$ cat src/common/conv_cfg_pkg.sv
// Constants and types shared by the converter configuration block
package conv_cfg_pkg;

   // ------------------------------------------------------------
   // Register addresses on the serial control port
   // ------------------------------------------------------------
   localparam logic [12:0] SYNC_CONTROL_ADDR    = 13'h100;
   localparam logic [12:0] USER_CONFIG_TWO_ADDR = 13'h101;

   // ------------------------------------------------------------
   // Field positions
   // ------------------------------------------------------------
   localparam int MASTER_SYNC_BIT    = 0;
   localparam int DIV_SYNC_EN_BIT    = 1;
   localparam int NEXT_SYNC_ONLY_BIT = 2;
   localparam int OE_PIN_EN_BIT      = 7;
   localparam int DETECT_EN_BIT      = 3;
   localparam int FORCE_OSC_BIT      = 2;
   localparam int PULLDOWN_DIS_BIT   = 0;

   // ------------------------------------------------------------
   // Writable masks and reset values
   // ------------------------------------------------------------
   localparam logic [7:0] SYNC_CONTROL_MASK     = 8'h07;
   localparam logic [7:0] USER_CONFIG_TWO_MASK  = 8'h8D;
   localparam logic [7:0] SYNC_CONTROL_RESET    = 8'h01;
   localparam logic [7:0] USER_CONFIG_TWO_RESET = 8'h88;
   localparam logic [7:0] READ_UNMAPPED         = 8'h00;

   // ------------------------------------------------------------
   // Serial frame layout: 16-bit instruction, one data byte
   // ------------------------------------------------------------
   localparam int          READ_FLAG_BIT = 15;
   localparam int          ADDR_MSB      = 12;
   localparam logic [4:0]  INSTR_LAST    = 5'h0F;
   localparam logic [4:0]  DATA_LAST     = 5'h07;
   localparam logic [4:0]  CNT_ZERO      = 5'h00;
   localparam logic [4:0]  CNT_ONE       = 5'h01;

   // ------------------------------------------------------------
   // Low encode rate detector timing
   // ------------------------------------------------------------
   localparam int CLK_PERIOD_NS   = 8;
   localparam int LOW_RATE_MSPS   = 5;
   // Longest encode period still counted as fast, in ref_clk cycles
   localparam int LOW_RATE_CYCLES = 1000 / (CLK_PERIOD_NS * LOW_RATE_MSPS);
   localparam logic [7:0] LOW_RATE_COUNT = 8'(LOW_RATE_CYCLES);
   localparam logic [7:0] DET_CNT_ZERO   = 8'h00;
   localparam logic [7:0] DET_CNT_ONE    = 8'h01;

   // ------------------------------------------------------------
   // Serial frame states
   // ------------------------------------------------------------
   typedef enum logic [3:0] {
      st_idle  = 4'b0001,
      st_instr = 4'b0010,
      st_data  = 4'b0100,
      st_done  = 4'b1000
   } frame_state_t;

endpackage

$ cat src/low_rate_detector.sv
// Encode clock period watcher that flags a low sample rate
`timescale 1ns/1ps
module low_rate_detector (
   input  wire logic ref_clk,
   input  wire logic reset,
   input  wire logic detect_enable,
   input  wire logic encode_clk,
   output logic      low_rate_reg
);

   logic       encode_prev_reg;
   logic [7:0] period_cnt_reg;
   logic       encode_rise;

   assign encode_rise = encode_clk & ~encode_prev_reg;

   always_ff @(posedge ref_clk or posedge reset) begin
      if (reset) begin
         encode_prev_reg <= 1'b0;
      end else begin
         encode_prev_reg <= encode_clk;
      end
   end

   // ------------------------------------------------------------
   // Period counter; a stopped encode clock also reads as low rate
   // ------------------------------------------------------------
   always_ff @(posedge ref_clk or posedge reset) begin
      if (reset) begin
         period_cnt_reg <= conv_cfg_pkg::DET_CNT_ZERO;
         low_rate_reg   <= 1'b0;
      end else if (!detect_enable) begin
         period_cnt_reg <= conv_cfg_pkg::DET_CNT_ZERO;
         low_rate_reg   <= 1'b0;
      end else if (encode_rise) begin
         period_cnt_reg <= conv_cfg_pkg::DET_CNT_ZERO;
         low_rate_reg   <= (period_cnt_reg >= conv_cfg_pkg::LOW_RATE_COUNT);
      end else if (period_cnt_reg >= conv_cfg_pkg::LOW_RATE_COUNT) begin
         low_rate_reg   <= 1'b1;
      end else begin
         period_cnt_reg <= period_cnt_reg + conv_cfg_pkg::DET_CNT_ONE;
      end
   end
endmodule

$ cat src/sync_and_user_config_regs.sv
// Sync control and user configuration registers behind the serial port
`timescale 1ns/1ps
// Operation
// - Sync functions are ignored unless master sync enable is high.
// - Sync pulse reaches divider only when divider and master enables high.
// - Next-sync-only low: every sync pulse resynchronizes the divider.
// - Next-sync-only high: divider aligns to first pulse, later pulses ignored.
// - After that one-shot alignment, divider sync enable clears itself.
// - Output-enable pin controls outputs only when its enable bit is high.
// - Detect bit high runs a detector flagging encode rates below 5 MSPS.
// - Detected low rate starts the internal low-rate oscillator.
// - Detect bit low disables the low-rate detector completely.
// - Force bit high keeps the internal oscillator running regardless.
// - Pull-down disable bit high disconnects the serial data pull-down.
module sync_and_user_config_regs (
   input  wire logic ref_clk,
   input  wire logic reset,
   input  wire logic serial_clk,
   input  wire logic serial_select_line_n,
   input  wire logic sdio_in,
   output logic      sdio_out,
   output logic      sdio_oe,
   output logic      sdio_pulldown_en,
   input  wire logic sync_in,
   output logic      divider_sync_pulse,
   input  wire logic output_enable_pin_gate_n,
   output logic      outputs_enabled,
   input  wire logic encode_clk,
   output logic      low_rate_detected,
   output logic      low_rate_internal_oscillator_run
);

   conv_cfg_pkg::frame_state_t state_reg;
   logic [4:0]  bit_cnt_reg;
   logic [15:0] instr_reg;
   logic [7:0]  data_shift_reg;
   logic [7:0]  rd_shift_reg;
   logic        sclk_prev_reg;
   logic        sync_prev_reg;
   logic [7:0]  sync_control_reg;
   logic [7:0]  user_config_two_reg;
   logic        sdio_out_reg;
   logic        sdio_oe_reg;
   logic        div_pulse_reg;
   logic        outputs_enabled_reg;
   logic        osc_run_reg;
   logic        low_rate_reg;

   logic        sclk_rise;
   logic        sclk_fall;
   logic        is_read;
   logic [12:0] frame_addr;
   logic [12:0] instr_next_addr;
   logic        instr_done;
   logic        wr_stb;
   logic [7:0]  wr_data;
   logic        sync_rise;
   logic        sync_fire;
   logic        one_shot_done;

   // ------------------------------------------------------------
   // Pin edge detection
   // ------------------------------------------------------------
   always_ff @(posedge ref_clk or posedge reset) begin
      if (reset) begin
         sclk_prev_reg <= 1'b0;
         sync_prev_reg <= 1'b0;
      end else begin
         sclk_prev_reg <= serial_clk;
         sync_prev_reg <= sync_in;
      end
   end

   assign sclk_rise = serial_clk & ~sclk_prev_reg;
   assign sclk_fall = ~serial_clk & sclk_prev_reg;
   assign sync_rise = sync_in & ~sync_prev_reg;

   // ------------------------------------------------------------
   // Serial frame sequencing
   // ------------------------------------------------------------
   assign is_read    = instr_reg[conv_cfg_pkg::READ_FLAG_BIT];
   assign frame_addr = instr_reg[conv_cfg_pkg::ADDR_MSB:0];
   // Address as it stands once the last instruction bit is shifted in
   assign instr_next_addr = {instr_reg[conv_cfg_pkg::ADDR_MSB-1:0], sdio_in};
   assign instr_done = sclk_rise && (state_reg == conv_cfg_pkg::st_instr)
                       && (bit_cnt_reg == conv_cfg_pkg::INSTR_LAST);
   assign wr_stb  = sclk_rise && (state_reg == conv_cfg_pkg::st_data)
                    && (bit_cnt_reg == conv_cfg_pkg::DATA_LAST) && !is_read;
   assign wr_data = {data_shift_reg[6:0], sdio_in};

   always_ff @(posedge ref_clk or posedge reset) begin
      if (reset) begin
         state_reg   <= conv_cfg_pkg::st_idle;
         bit_cnt_reg <= conv_cfg_pkg::CNT_ZERO;
      end else if (serial_select_line_n) begin
         state_reg   <= conv_cfg_pkg::st_idle;
         bit_cnt_reg <= conv_cfg_pkg::CNT_ZERO;
      end else begin
         case (state_reg)
            conv_cfg_pkg::st_idle: begin
               state_reg   <= conv_cfg_pkg::st_instr;
               bit_cnt_reg <= conv_cfg_pkg::CNT_ZERO;
            end
            conv_cfg_pkg::st_instr: begin
               if (instr_done) begin
                  state_reg   <= conv_cfg_pkg::st_data;
                  bit_cnt_reg <= conv_cfg_pkg::CNT_ZERO;
               end else if (sclk_rise) begin
                  bit_cnt_reg <= bit_cnt_reg + conv_cfg_pkg::CNT_ONE;
               end
            end
            conv_cfg_pkg::st_data: begin
               if (sclk_rise && bit_cnt_reg == conv_cfg_pkg::DATA_LAST) begin
                  state_reg <= conv_cfg_pkg::st_done;
               end else if (sclk_rise) begin
                  bit_cnt_reg <= bit_cnt_reg + conv_cfg_pkg::CNT_ONE;
               end
            end
            conv_cfg_pkg::st_done: begin
               // Extra clocks in a frame are ignored; one byte per frame
               state_reg <= conv_cfg_pkg::st_done;
            end
            default: begin
               state_reg   <= conv_cfg_pkg::st_idle;
               bit_cnt_reg <= conv_cfg_pkg::CNT_ZERO;
            end
         endcase
      end
   end

   always_ff @(posedge ref_clk or posedge reset) begin
      if (reset) begin
         instr_reg      <= 16'h0000;
         data_shift_reg <= 8'h00;
      end else if (sclk_rise && state_reg == conv_cfg_pkg::st_instr) begin
         instr_reg      <= {instr_reg[14:0], sdio_in};
      end else if (sclk_rise && state_reg == conv_cfg_pkg::st_data) begin
         data_shift_reg <= wr_data;
      end
   end

   // ------------------------------------------------------------
   // Read path: data launched on falling serial clock edges
   // ------------------------------------------------------------
   function automatic logic [7:0] read_value(input logic [12:0] addr,
                                             input logic [7:0]  sync_v,
                                             input logic [7:0]  cfg_v);
      logic [7:0] value;
      value = conv_cfg_pkg::READ_UNMAPPED;
      if (addr == conv_cfg_pkg::SYNC_CONTROL_ADDR) begin
         value = sync_v & conv_cfg_pkg::SYNC_CONTROL_MASK;
      end else if (addr == conv_cfg_pkg::USER_CONFIG_TWO_ADDR) begin
         value = cfg_v & conv_cfg_pkg::USER_CONFIG_TWO_MASK;
      end
      return value;
   endfunction

   always_ff @(posedge ref_clk or posedge reset) begin
      if (reset) begin
         rd_shift_reg <= 8'h00;
         sdio_out_reg <= 1'b0;
         sdio_oe_reg  <= 1'b0;
      end else if (serial_select_line_n) begin
         sdio_oe_reg  <= 1'b0;
      end else if (instr_done) begin
         rd_shift_reg <= read_value(instr_next_addr, sync_control_reg,
                                    user_config_two_reg);
      end else if (sclk_fall && is_read
                   && state_reg == conv_cfg_pkg::st_data) begin
         sdio_out_reg <= rd_shift_reg[7];
         sdio_oe_reg  <= 1'b1;
         rd_shift_reg <= {rd_shift_reg[6:0], 1'b0};
      end
   end

   assign sdio_out = sdio_out_reg;
   assign sdio_oe  = sdio_oe_reg;

   // ------------------------------------------------------------
   // Sync control register and divider sync gating
   // ------------------------------------------------------------
   assign sync_fire = sync_rise
                      && sync_control_reg[conv_cfg_pkg::MASTER_SYNC_BIT]
                      && sync_control_reg[conv_cfg_pkg::DIV_SYNC_EN_BIT];
   // One-shot mode consumes the enable on its first pulse
   assign one_shot_done = sync_fire
                    && sync_control_reg[conv_cfg_pkg::NEXT_SYNC_ONLY_BIT];

   always_ff @(posedge ref_clk or posedge reset) begin
      if (reset) begin
         sync_control_reg <= conv_cfg_pkg::SYNC_CONTROL_RESET;
      end else if (wr_stb && frame_addr == conv_cfg_pkg::SYNC_CONTROL_ADDR) begin
         // A host write re-arming the enable wins over the self-clear
         sync_control_reg <= wr_data & conv_cfg_pkg::SYNC_CONTROL_MASK;
      end else if (one_shot_done) begin
         sync_control_reg[conv_cfg_pkg::DIV_SYNC_EN_BIT] <= 1'b0;
      end
   end

   always_ff @(posedge ref_clk or posedge reset) begin
      if (reset) begin
         div_pulse_reg <= 1'b0;
      end else begin
         div_pulse_reg <= sync_fire;
      end
   end

   assign divider_sync_pulse = div_pulse_reg;

   // ------------------------------------------------------------
   // User configuration register and its controls
   // ------------------------------------------------------------
   always_ff @(posedge ref_clk or posedge reset) begin
      if (reset) begin
         user_config_two_reg <= conv_cfg_pkg::USER_CONFIG_TWO_RESET;
      end else if (wr_stb
                   && frame_addr == conv_cfg_pkg::USER_CONFIG_TWO_ADDR) begin
         user_config_two_reg <= wr_data & conv_cfg_pkg::USER_CONFIG_TWO_MASK;
      end
   end

   low_rate_detector u_detector (
      .ref_clk       (ref_clk),
      .reset         (reset),
      .detect_enable (user_config_two_reg[conv_cfg_pkg::DETECT_EN_BIT]),
      .encode_clk    (encode_clk),
      .low_rate_reg  (low_rate_reg)
   );

   always_ff @(posedge ref_clk or posedge reset) begin
      if (reset) begin
         outputs_enabled_reg <= 1'b1;
         osc_run_reg         <= 1'b0;
      end else begin
         // Pin ignored when its enable is low: outputs stay on
         outputs_enabled_reg <=
            !user_config_two_reg[conv_cfg_pkg::OE_PIN_EN_BIT]
            || !output_enable_pin_gate_n;
         osc_run_reg <= user_config_two_reg[conv_cfg_pkg::FORCE_OSC_BIT]
                        || low_rate_reg;
      end
   end

   assign outputs_enabled                  = outputs_enabled_reg;
   assign low_rate_detected                = low_rate_reg;
   assign low_rate_internal_oscillator_run = osc_run_reg;
   // Pull-down switch follows the register bit directly
   assign sdio_pulldown_en =
      !user_config_two_reg[conv_cfg_pkg::PULLDOWN_DIS_BIT];
endmodule

$ cat config.mk
export PLATFORM = sky130hd
export DESIGN_NAME = sync_and_user_config_regs
export DESIGN_NICKNAME = d
export VERILOG_FILES = /design/src/common/conv_cfg_pkg.sv /design/src/low_rate_detector.sv /design/src/sync_and_user_config_regs.sv
export SDC_FILE = /design/constraint.sdc
export NUM_CORES = 1
export LEC_CHECK = 0
export BUFFER_PORTS_ARGS = -buffer_cell sky130_fd_sc_hd__buf_2
export CORE_MARGIN = 3
export CORE_UTILIZATION = 48
export CTS_BUF_LIST = sky130_fd_sc_hd__clkbuf_16
export DETAILED_ROUTE_END_ITERATION = 12
export PLACE_DENSITY = 0.73
export SYNTH_ARGS = -nofsm -noshare
export SYNTH_HDL_FRONTEND = slang
export SYNTH_SLANG_ARGS = --single-unit
$ cat constraint.sdc
create_clock -name ref_clk -period 2.8 [get_ports ref_clk]
set_input_delay 0.42 -clock ref_clk [delete_from_list [all_inputs] [get_ports ref_clk]]
set_output_delay 0.42 -clock ref_clk [all_outputs]
set_load 0.01 [all_outputs]
After elaboration in Yosys (flattened, before gate mapping)
Index checks and enable logic that the tools add are counted.

Register bits: 64. Bits of input ports: 8. Output and inout bits: 7. Logic and storage cells: 101.

Add/subtract/negate cells: 2. Order comparisons: 1. Equality and inequality tests: 17. Multiplexer cells: 24. Bitwise logic cells: 11. Reductions and logical operators: 28.

Operators with widths (number): $mux 8 (7); $eq 13x9->1 const B (4); $mux 5 (4); $pmux 4 s4 (1); $pmux 5 s3 (1); $logic_and 1x1->1 (13); $mux 4 (3); $reduce_and 2->1 (5); $add 8x1->8 const B (1); $ge 8x5->1 const B (1); $mux 1 (8); $not 1->1 (7); $ne 3x2->1 const B (2); $ne 3x3->1 const B (2); $reduce_bool 2->1 (3); $add 5x1->5 const B (1); $eq 5x3->1 const B (1); $eq 5x4->1 const B (1); $and 1x1->1 (4); $eq 4x1->1 const B (1); $eq 4x2->1 const B (1); $eq 4x3->1 const B (1); $eq 4x4->1 const B (1); $logic_not 1->1 (4); other kinds (4) (6).

Longest topological paths before layout
Gate-level depths: netlist of the first run.

Word-level depth: 7. Mapped depth: 8. Gate-level depth less buffers: 8.

Hierarchy
Synthesis of the first run repeated with hierarchy kept, for this count alone.

Cell total of the unflattened synthesis: 243. Area, all modules: 2974.1 sq um.

By module, submodules not included: sync_and_user_config_regs (instances 1, cells an instance 196, area each 2457.4 sq um, sequential area each 1357.6 sq um); low_rate_detector (instances 1, cells an instance 47, area each 516.7 sq um, sequential area each 250.2 sq um).

Worst setup path after synthesis of the first run
Ideal clock, no wire load.

Path kind: register -> register. From: register state_reg[1]. To: register sync_control_reg[1]. Setup time: 125 ps. Data arrival time: 1804 ps. Required time: 2675 ps. Slack: 872 ps. Cell stages (with the launch flop): 6. Path buffers: 1. Period minus slack after synthesis: 1928 ps. Cells stage by stage: dfrtp_1 > buf_6 > or4b_4 > nor4_4 > nand4b_1 > mux2_2.

Word-level cells in the longest chain between the ends: 6. Elaborated cells between the ends (all ways): 7. Classes of those cells: eq/ne: 1; mux: 1; reduce/logical: 5.

Ends and longest elaborated chain: start, declared (line sync_and_user_config_regs.sv:33) `conv_cfg_pkg::frame_state_t state_reg;`; start signal, assigned (line sync_and_user_config_regs.sv:93) `state_reg <= conv_cfg_pkg::st_idle;`; start signal, assigned (line sync_and_user_config_regs.sv:96) `state_reg <= conv_cfg_pkg::st_idle;`; start signal, assigned (line sync_and_user_config_regs.sv:101) `state_reg <= conv_cfg_pkg::st_instr;`; $eq 4x3->1 * (line sync_and_user_config_regs.sv:87) `assign wr_stb = sclk_rise && (state_reg == conv_cfg_pkg::st_data)`; $logic_and 1x1->1 * (line sync_and_user_config_regs.sv:87); $logic_and 1x1->1 * (2 in series) (line sync_and_user_config_regs.sv:88) `&& (bit_cnt_reg == conv_cfg_pkg::DATA_LAST) && !is_read;`; $logic_and 1x1->1 * (line sync_and_user_config_regs.sv:192) `end else if (wr_stb && frame_addr == conv_cfg_pkg::SYNC_CONTROL_ADDR) begin`; $mux 1 or $reduce_bool 2->1 (tied branches); end signal, assigned (line sync_and_user_config_regs.sv:191) `sync_control_reg <= conv_cfg_pkg::SYNC_CONTROL_RESET;`; end signal, assigned (line sync_and_user_config_regs.sv:194) `sync_control_reg <= wr_data & conv_cfg_pkg::SYNC_CONTROL_MASK;`; end, declared (line sync_and_user_config_regs.sv:40) `logic [7:0] sync_control_reg;`.

Every way passes the cells marked *; elsewhere a longest branch is shown, timed or not. A chain may end at the register's enable or synchronous reset.

Worst setup path in the final report of the first run
Same ends and word-level chain as after synthesis.

==> results of run 1 <==
cells in the mapped netlist, types with 3 or more instances:
library cell / n
inv_1: 12
a22o_1: 4
dfrtp_1: 59
nor2_1: 15
a32o_1: 4
nor3b_1: 3
o22ai_1: 4
o21ai_0: 9
nand2_1: 9
and2_1: 5
nand2b_1: 4
clkbuf_1: 6
or3_1: 3
mux2_2: 33
a21oi_1: 3
ha_1: 5
nand3_1: 4
dfstp_2: 5
nor3_1: 3
stage by stage:
stage / utilization, % / hold WS (ns) / setup WS (ns) / cell area, sq um / cells
2_1_floorplan: - / 0.424 / 0.790 / 2900 / 236
3_3_place_gp: 53.7 / 0.438 / 0.729 / 3050 / 317
3_5_place_dp: 53.7 / 0.451 / 0.709 / 3050 / 317
4_1_cts: 58.6 / 0.208 / 0.694 / 3330 / 333
5_1_grt: 58.6 / 0.208 / 0.433 / 3330 / 333
6_report: 58.6 / 0.193 / 0.697 / 3330 / 333
power by group through the flow:
stage	Clock (W)	Combinational (W)	Sequential [W]
floorplan	0	0.0000957	0.000986
CTS	0.00106	0.000114	0.000987
finish	0.00104	0.000114	0.000988
global route	0.00112	0.000129	0.000991
detailed placement	0	0.000112	0.00100
global placement	0	0.000111	0.000999
worst paths after layout:
kind / slack [ns] / depth (start not counted) / start / end
max: 0.70 / 4 / state_reg[1] / sync_control_reg[1]
min: 0.19 / 2 / reset / u_detector.period_cnt_reg[6]
max reg2reg: 0.70 / 4 / state_reg[1] / sync_control_reg[1]
min reg2reg: 0.46 / 1 / user_config_two_reg[7] / outputs_enabled
max in group asynchronous: 1.86 / 3 / reset / state_reg[0]
min in group ref_clk: 0.22 / 1 / sync_in / sync_prev_reg
logic make-up after synthesis:
family	after synthesis	share of synthesized area, %
AND/OR/NAND/NOR	66	14.2
flip-flops	64	55.5
AO/OA/AOI/OAI	39	9.67
multiplexers	37	14.3
buffers and inverters	21	3.06
adder cells (fa/ha/maj)	5	2.16
XOR/XNOR	4	1.21
metal layers:
metal	GRT usage, %	vias up
li1	-	901
met1	23.8	938
met2	26.1	37
met3	5.63	9
met4	7.75	0
met5	0	-
cell type report:
class,instances,area (sq um),area share (%)
flip-flops and latches,64,1610,48.3
clock inverters,7,56.3,1.69
multi-input cells,151,1200,36.1
inverters,12,45.0,1.35
repair buffers,18,100,3.01
well taps,72,90.1,2.71
clock buffers,9,225,6.77
worst reg2reg max path: stages, from the launching register on:
cell,delay [ns]
dfrtp_1,0.50
or4b_4,0.60
nor4_4,0.33
nand4b_1,0.24
mux2_2,0.33
==> flow_summary.json, run 1 <==
{
  "antenna_found_initial": 0,
  "finalMaxSlewViolations": 0,
  "cp_slowest_cell": "or4b_4",
  "cts_made_buffers": 9,
  "p_sw_share_pct": 22.1,
  "p_seq_share_pct": 46.0,
  "clock-sinks": 64,
  "overflow": 0,
  "cp.required_ns": 3.01,
  "clk_pin_slew_worst_paths_ns": 0.05,
  "postSynthCellCount": 236,
  "yosys.area.top_type": "dfrtp_1",
  "dr_wl_met2_microns": 2560,
  "holdCritPathClass": "primary input to asynchronous set/reset pin",
  "syn_area_sq_um": 2900,
  "initial_core_util_pct": 51.1,
  "synth-edff-count": 0,
  "place.gp.congestion": 0.916,
  "postCtsSetupRepairBufs": 0,
  "cts_tree": "done",
  "synth_ff_type": "dfrtp_1",
  "internal_power_w": 0.00167,
  "clock_skew_ns": 0.00340,
  "clk_latency_ns": 0.32,
  "synth-seq-cells": 64,
  "hold_viol": 0,
  "cts_resized": 0,
  "highest-signal-layer": "met4",
  "final_cell_mix": "dfrtp_1, mux2_2, nor2_1, inv_1, buf_2",
  "cp.arrival_ns": 2.31,
  "cts_root_buffer": "clkbuf_16",
  "relSlewSlack_pct": 54.8,
  "die_area_sq_um": 7010,
  "synth_area_leaders": "dfrtp_1, mux2_2, dfstp_2",
  "cp-start-kind": "flip-flop",
  "htreeDepth": 3,
  "antenna_cells": 0,
  "portBuffers": 14,
  "worstSetupEndpointType": "flip-flop",
  "grt_pass1_wl_microns": 9670,
  "drt_iter0_markers": 182,
  "hpwl_microns": 3740,
  "crit_path_cell_trace": "or4b_4 > nor4_4 > nand4b_1 > mux2_2",
  "largest_reg_flops": 16,
  "hold_buffers": 0,
  "setup_viol": 0,
  "cp_num_buf_inv": 0,
  "p_sw_w": 0.000474,
  "met1_length_microns": 2610,
  "seq_area_frac_synth_pct": 55.5,
  "drt-pass1-iter-count": 4,
  "max_stage_delay_ns": 0.59,
  "nNetsFinal": 269,
  "wl_met3_microns": 191,
  "crit_type": "flip-flop to flip-flop",
  "clockBufferDepth": 2,
  "p_leak_nw": 1.56,
  "fp.dieH_microns": 83.7,
  "power_frac_comb_pct": 5.3,
  "grt_max_degree": 33,
  "rows": 27,
  "syn_nets": 249,
  "vdd_drop_max_mv": 0.383,
  "yosysUniqueCellTypes": 53,
  "critPathMaxFanout": 11,
  "critPathTopFamily": "simple AND/OR/NAND/NOR gates",
  "design.core.area_sq_um": 5680,
  "area_delta_synth_final_pct": 14.8,
  "ant_nets": 0,
  "fillers": 488,
  "io_pins": 15,
  "drive_gt1_share_pct": 28.7,
  "fin_tns_setup_ns": 0,
  "worstMarginPinSlew_ns": 0.671,
  "yosysWarnings": 0,
  "vias_per_cell": 5.66,
  "min_period_over_period_pct": 75.1,
  "max_cap_viol_count": 0,
  "dr_total_vias": 1885,
  "clockPowerShare_pct": 48.7,
  "totalPowerFinal_w": 0.00215,
  "synth_area_per_cell_sq_um": 12.3,
  "layout_commonest_cell": "dfrtp_1",
  "status": "completed",
  "power_density_nw_per_um2": 645,
  "die_width_microns": 83.7,
  "async_flop_share_pct": 100,
  "max_freq_mhz": 475,
  "wire_per_inst_microns": 16.4,
  "grt_pass1_vias": 1968,
  "drt_wl_total_microns": 5470,
  "grt_usage_pct": 17.6,
  "rsz0062_at_grt": "false",
  "yosysTopAreaCellShare_pct": 50.9,
  "period_needed_ns": 2.10,
  "drcViolationCount": 0
}
Note: power is estimated with default switching activity, not from simulation.
==> inputs of run 2 (changes only) <==
Clock period 2.8 ns to 2.12 ns, I/O delays scaled along.
==> run 2 against run 1 <==
Against the previous run:
- the flow now finishes with violations (hold timing)
- hold slack got worse by 0.20 ns
- clock-buffer cell count did not move
- utilization rose by 1.3 points
- global-route usage fell by 0.86 points
- fmax rose by 4.4%
- sequential share of layout area fell by 1.0 points
- critical path type unchanged
- largest cell class unchanged
==> flow_summary.json, run 2 (same netlist as run 1, synthesis figures left out) <==
{
  "area_delta_synth_final_pct": 17.2,
  "clockBufferDepth": 2,
  "cts_made_buffers": 9,
  "drt_wl_total_microns": 5380,
  "ant_nets": 0,
  "cts_tree": "done",
  "max_freq_mhz": 497,
  "clock_skew_ns": 0.00608,
  "rr_endpoint": "sync_control_reg[1]",
  "grt_pass1_wl_microns": 9320,
  "htreeDepth": 3,
  "design.core.area_sq_um": 5680,
  "r2r_setup_slack_ns": 0.11,
  "layout_commonest_cell": "dfrtp_1",
  "place.gp.congestion": 0.854,
  "finalMaxSlewViolations": 0,
  "antenna_found_initial": 0,
  "cts_root_buffer": "clkbuf_16",
  "clk_latency_ns": 0.32,
  "clk_pin_slew_worst_paths_ns": 0.05,
  "cp-start-kind": "flip-flop",
  "final_cell_mix": "dfrtp_1, mux2_2, nor2_1, buf_2, inv_1",
  "setup_viol": 0,
  "max_cap_viol_count": 0,
  "fin_hold_ws_ns": -0.00473,
  "rsz0062_at_grt": "false",
  "dr_total_vias": 1920,
  "overflow": 0,
  "initial_core_util_pct": 51.1,
  "wire_per_inst_microns": 15.9,
  "drt_iter0_markers": 135,
  "fin_tns_setup_ns": 0,
  "holdCritPathClass": "primary input to asynchronous set/reset pin",
  "hpwl_microns": 3690,
  "vdd_drop_max_mv": 0.557,
  "relSlewSlack_pct": 55.3,
  "clock-sinks": 64,
  "final_area_sq_um": 3400,
  "violations": "hold timing",
  "rows": 27,
  "grt_usage_pct": 16.8,
  "period_needed_ns": 2.01,
  "critPathMaxFanout": 8,
  "postPlaceCellArea_sq_um": 3100,
  "max_stage_delay_ns": 0.55,
  "antenna_cells": 0,
  "worstMarginPinSlew_ns": 0.664,
  "drcViolationCount": 0,
  "cp.required_ns": 2.33,
  "hold_viol": 7,
  "r2r-start": "state_reg[3]",
  "cp.arrival_ns": 2.22,
  "p_leak_nw": 1.60,
  "fp.dieH_microns": 83.7,
  "vias_per_cell": 5.66,
  "crit_type": "flip-flop to flip-flop",
  "worstSetupEndpointType": "flip-flop",
  "postCtsSetupRepairBufs": 0,
  "critPathTopFamily": "simple AND/OR/NAND/NOR gates",
  "io_pins": 15,
  "portBuffers": 14,
  "status": "complete, but fails checks",
  "die_area_sq_um": 7010,
  "largest_reg_flops": 16,
  "min_period_over_period_pct": 95.0,
  "nNetsFinal": 275,
  "power_density_nw_per_um2": 838,
  "die_width_microns": 83.7,
  "drive_gt1_share_pct": 32.2,
  "grt_max_degree": 31,
  "grt_pass1_vias": 1917,
  "cp_num_buf_inv": 0,
  "cp_slowest_cell": "or4b_4",
  "rr_worst_depth": 4,
  "drt-pass1-iter-count": 4,
  "crit_path_cell_trace": "or4b_4 > nor4_4 > nand4b_1 > mux2_2"
}
-- run 2: routing by layer --
metal	GRT usage, %	part of all wire [%]	vias to the layer above	wire (microns)
li1	-	-	916	-
met1	23.1	49	948	2640
met2	24.4	45	43	2430
met3	5.03	3.5	13	188
met4	7.46	2.2	0	116
met5	0	0	-	0
-- run 2: worst max path at each step --
stage	startpoint	endpoint	slack, ns	cells past startpoint
finish	state_reg[3]	sync_control_reg[1]	0.11	4
global route	bit_cnt_reg[0]	rd_shift_reg[2]	0.01	8
floorplan	state_reg[1]	sync_control_reg[1]	0.19	5
global placement	state_reg[0]	sync_control_reg[2]	0.16	4
detailed placement	bit_cnt_reg[0]	rd_shift_reg[2]	0.09	8
CTS	bit_cnt_reg[0]	rd_shift_reg[2]	0.08	8
-- run 2: where the power goes --
part | internal [W] | switching, W | total, W | leakage, nW
Clock | 0.000887 | 0.000493 | 0.00138 | 0.147
Sequential | 0.00126 | 0.0000410 | 0.00130 | 0.861
Combinational | 0.0000723 | 0.0000944 | 0.000167 | 0.594
-- run 2: layout make-up --
class	instances	area, sq um
Fill cell	464	2280
Sequential cell	64	1610
Multi-Input combinational cell	151	1220
Clock buffer	9	225
Timing Repair Buffer	24	158
Tap cell	72	90.1
Clock inverter	7	55.1
Inverter	12	45.0
-- run 2: repair_timing --
action / 4_1_cts / 5_1_grt
setup endpoints to repair: 0 / 4
hold buffers: 0 / 0
gates resized for setup: 0 / 4
hold endpoints to repair: 0 / 0
-- run 2: stage by stage --
stage | total power [W] | std cells | hold slack, ns | utilization [%] | setup slack [ns]
after floorplan | 0.00143 | 236 | 0.349 | - | 0.192
after global placement | 0.00148 | 323 | 0.343 | 54.7 | 0.162
after detailed placement | 0.00148 | 323 | 0.349 | 54.7 | 0.0935
after CTS | 0.00287 | 339 | 0.00423 | 59.6 | 0.0794
after global routing | 0.00297 | 339 | 0.0219 | 59.9 | 0.0112
final | 0.00285 | 339 | -0.00473 | 59.9 | 0.106
==> inputs of run 3 (changes only) <==
Settings changed: ABC_CLOCK_PERIOD_IN_PS from default to 2120, SYNTH_HIERARCHICAL from default to 1.
==> run 3 against run 2 <==
Against the previous run:
- critical path depth increased by 3
- clock-buffer cell count is the same
- non-clock buffer count decreased by 3
- critical path type unchanged
- sequential share of layout area shrank 0.48 points
- cell area grew 1.0%
- the flow now finishes without violations
- die area grew 2.4%
- highest routed layer unchanged
- cell count up 2.1%
==> flow_summary.json, run 3 <==
{
  "place.gp.congestion": 0.858,
  "antenna_cells": 0,
  "hpwl_microns": 3760,
  "max_freq_mhz": 495,
  "initial_core_util_pct": 49.9,
  "vdd_drop_max_mv": 0.606,
  "portBuffers": 14,
  "synth.most_common_cell": "dfrtp_1",
  "relSlewSlack_pct": 67.2,
  "pre_cts_ws_ns": 0.0513,
  "area_delta_synth_final_pct": 15.4,
  "finalMaxSlewViolations": 0,
  "cp_slowest_cell": "or4b_1",
  "max_cap_viol_count": 0,
  "synth-seq-cells": 64,
  "clockBufferDepth": 2,
  "whs_path_depth": 1,
  "holdCritPathClass": "primary input to flip-flop",
  "hold_viol": 0,
  "ant_nets": 0,
  "final_area_sq_um": 3430,
  "syn_area_sq_um": 2970,
  "min_period_over_period_pct": 95.3,
  "design.core.area_sq_um": 5960,
  "worstSetupEndpointType": "flip-flop",
  "postCtsSetupRepairBufs": 0,
  "cp.arrival_ns": 2.26,
  "synth_ff_type": "dfrtp_1",
  "rr_worst_depth": 7,
  "antenna_found_initial": 0,
  "drt-pass1-iter-count": 4,
  "synth-edff-count": 0,
  "vias_per_cell": 5.62,
  "p_leak_nw": 1.59,
  "io_pins": 15,
  "grt_usage_pct": 16.7,
  "critPathMaxFanout": 4,
  "wire_per_inst_microns": 15.5,
  "drive_gt1_share_pct": 33.6,
  "period_needed_ns": 2.02,
  "cts_made_buffers": 9,
  "die_width_microns": 84.7,
  "postPlaceCellArea_sq_um": 3150,
  "grt_max_degree": 33,
  "cp-start-kind": "flip-flop",
  "post_layout_nonfiller_instances": 346,
  "rsz0062_at_grt": "true",
  "critPathTopFamily": "simple AND/OR/NAND/NOR gates",
  "nNetsFinal": 279,
  "p_seq_share_pct": 48.0,
  "drt_wl_total_microns": 5350,
  "place_inst": 329,
  "cts_root_buffer": "clkbuf_16",
  "synth_area_per_cell_sq_um": 12.2,
  "yosysUniqueCellTypes": 55,
  "clock_skew_ns": 0.00619,
  "drt_iter0_markers": 71,
  "status": "completed",
  "cp_num_buf_inv": 0,
  "clk_latency_ns": 0.33,
  "grt_pass1_vias": 1941,
  "rows": 28,
  "die_area_sq_um": 7180,
  "dr_total_vias": 1944,
  "yosys.area.top_type": "dfrtp_1",
  "crit_type": "flip-flop to flip-flop",
  "worst_slack_ns": 0.0994,
  "overflow": 0,
  "setup_viol": 0,
  "power_frac_comb_pct": 5.2,
  "fillers": 513,
  "drcViolationCount": 0,
  "seqCellArea_sq_um": 1610,
  "netlist_top_cells_count": "dfrtp_1, mux2_2, inv_1, nand2_1",
  "cp.depth": 7,
  "final_cell_mix": "dfrtp_1, mux2_2, inv_1, buf_2, nand2_1",
  "synth_area_leaders": "dfrtp_1, mux2_2, dfstp_2",
  "grt_pass1_wl_microns": 9340,
  "seq_area_frac_synth_pct": 54.1,
  "yosysWarnings": 6,
  "postSynthCellCount": 243,
  "cts_tree": "done",
  "p_sw_share_pct": 22.5,
  "largest_reg_flops": 16,
  "clk_pin_slew_worst_paths_ns": 0.05,
  "max_stage_delay_ns": 0.44,
  "clockPowerShare_pct": 46.8,
  "p_sw_w": 0.000603,
  "fin_hold_ws_ns": 0.114,
  "worstMarginPinSlew_ns": 0.491,
  "power_density_nw_per_um2": 780,
  "crit_path_cell_trace": "ha_2 > and3_1 > ha_1 > and3b_2 > o21ai_1 > or4b_1 > o22ai_1",
  "htreeDepth": 3,
  "internal_power_w": 0.00207,
  "yosysTopAreaCellShare_pct": 49.6,
  "fp.dieH_microns": 84.7,
  "multi_input_area_sq_um": 1280,
  "cp.required_ns": 2.36,
  "clock-sinks": 64,
  "layout_commonest_cell": "dfrtp_1",
  "async_flop_share_pct": 100,
  "syn_nets": 256
}
run 3: changes by cell type after synthesis, moves of 4 or more:
cell	delta
and3_1	+4
o21ai_0	-4
nor2_1	-8
a32o_1	-4
and2_1	-5
a21oi_1	+4
run 3: per-layer routing:
metal  part of all wire, %  track usage (%)  vias up  wire, microns
met5                     0                0        -              0
met4                   1.5             6.62        0             82
met3                   5.0             6.08        7            269
met2                    47             24.4       42           2530
met1                    46             22.6      960           2470
li1                      -                -      935              -
run 3: power by group through the flow:
stage | combinational [W] | sequential, W | clock [W]
2_1_floorplan | 0.000108 | 0.00129 | 0
6_report | 0.000138 | 0.00129 | 0.00125
5_1_grt | 0.000158 | 0.00129 | 0.00134
3_5_place_dp | 0.000136 | 0.00130 | 0
4_1_cts | 0.000140 | 0.00128 | 0.00129
3_3_place_gp | 0.000133 | 0.00130 | 0
run 3: timing repair:
| action | CTS | global route |
|---|---|---|
| resized for setup | 0 | 5 |
| endpoints found under the setup margin | 0 | 9 |
| hold buffers | 1 | 0 |
| hold endpoints to repair | 10 | 0 |
run 3: layout make-up:
| type | count | share of cell area (%) |
|---|---|---|
| Inverter | 15 | 1.64 |
| Clock inverter | 7 | 0.948 |
| Tap cell | 75 | 2.73 |
| Timing Repair Buffer | 21 | 4.01 |
| Sequential cell | 64 | 46.8 |
| Clock buffer | 9 | 6.56 |
| Multi-Input combinational cell | 155 | 37.3 |
run 3: kinds of logic after synthesis:
| kind of cell | share of synthesized area, % |
|---|---|
| flip-flops | 54.1 |
| multiplexers | 14.6 |
| buffers and inverters | 3.53 |
| XOR/XNOR | 0.295 |
| adder cells (fa/ha/maj) | 2.10 |
| AND/OR/NAND/NOR | 15.6 |
| AO/OA/AOI/OAI | 9.89 |
run 3: through the flow:
stage | setup TNS (ns) | power (W) | utilization [%]
3_5_place_dp | 0 | 0.00144 | 52.8
5_1_grt | -0.0792 | 0.00279 | 57.6
2_1_floorplan | 0 | 0.00140 | -
6_report | 0 | 0.00268 | 57.6
3_3_place_gp | 0 | 0.00144 | 52.8
4_1_cts | 0 | 0.00271 | 57.3
run 3: worst paths after layout:
path / start / endpoint / slack (ns)
min reg2reg: user_config_two_reg[7] / outputs_enabled / 0.46
max reg2reg: bit_cnt_reg[0] / bit_cnt_reg[3] / 0.1
min: encode_clk / u_detector/encode_prev_reg / 0.11
min in group asynchronous: reset / u_detector/period_cnt_reg[7] / 0.52
max in group asynchronous: reset / state_reg[0] / 0.95
max: bit_cnt_reg[0] / bit_cnt_reg[3] / 0.1
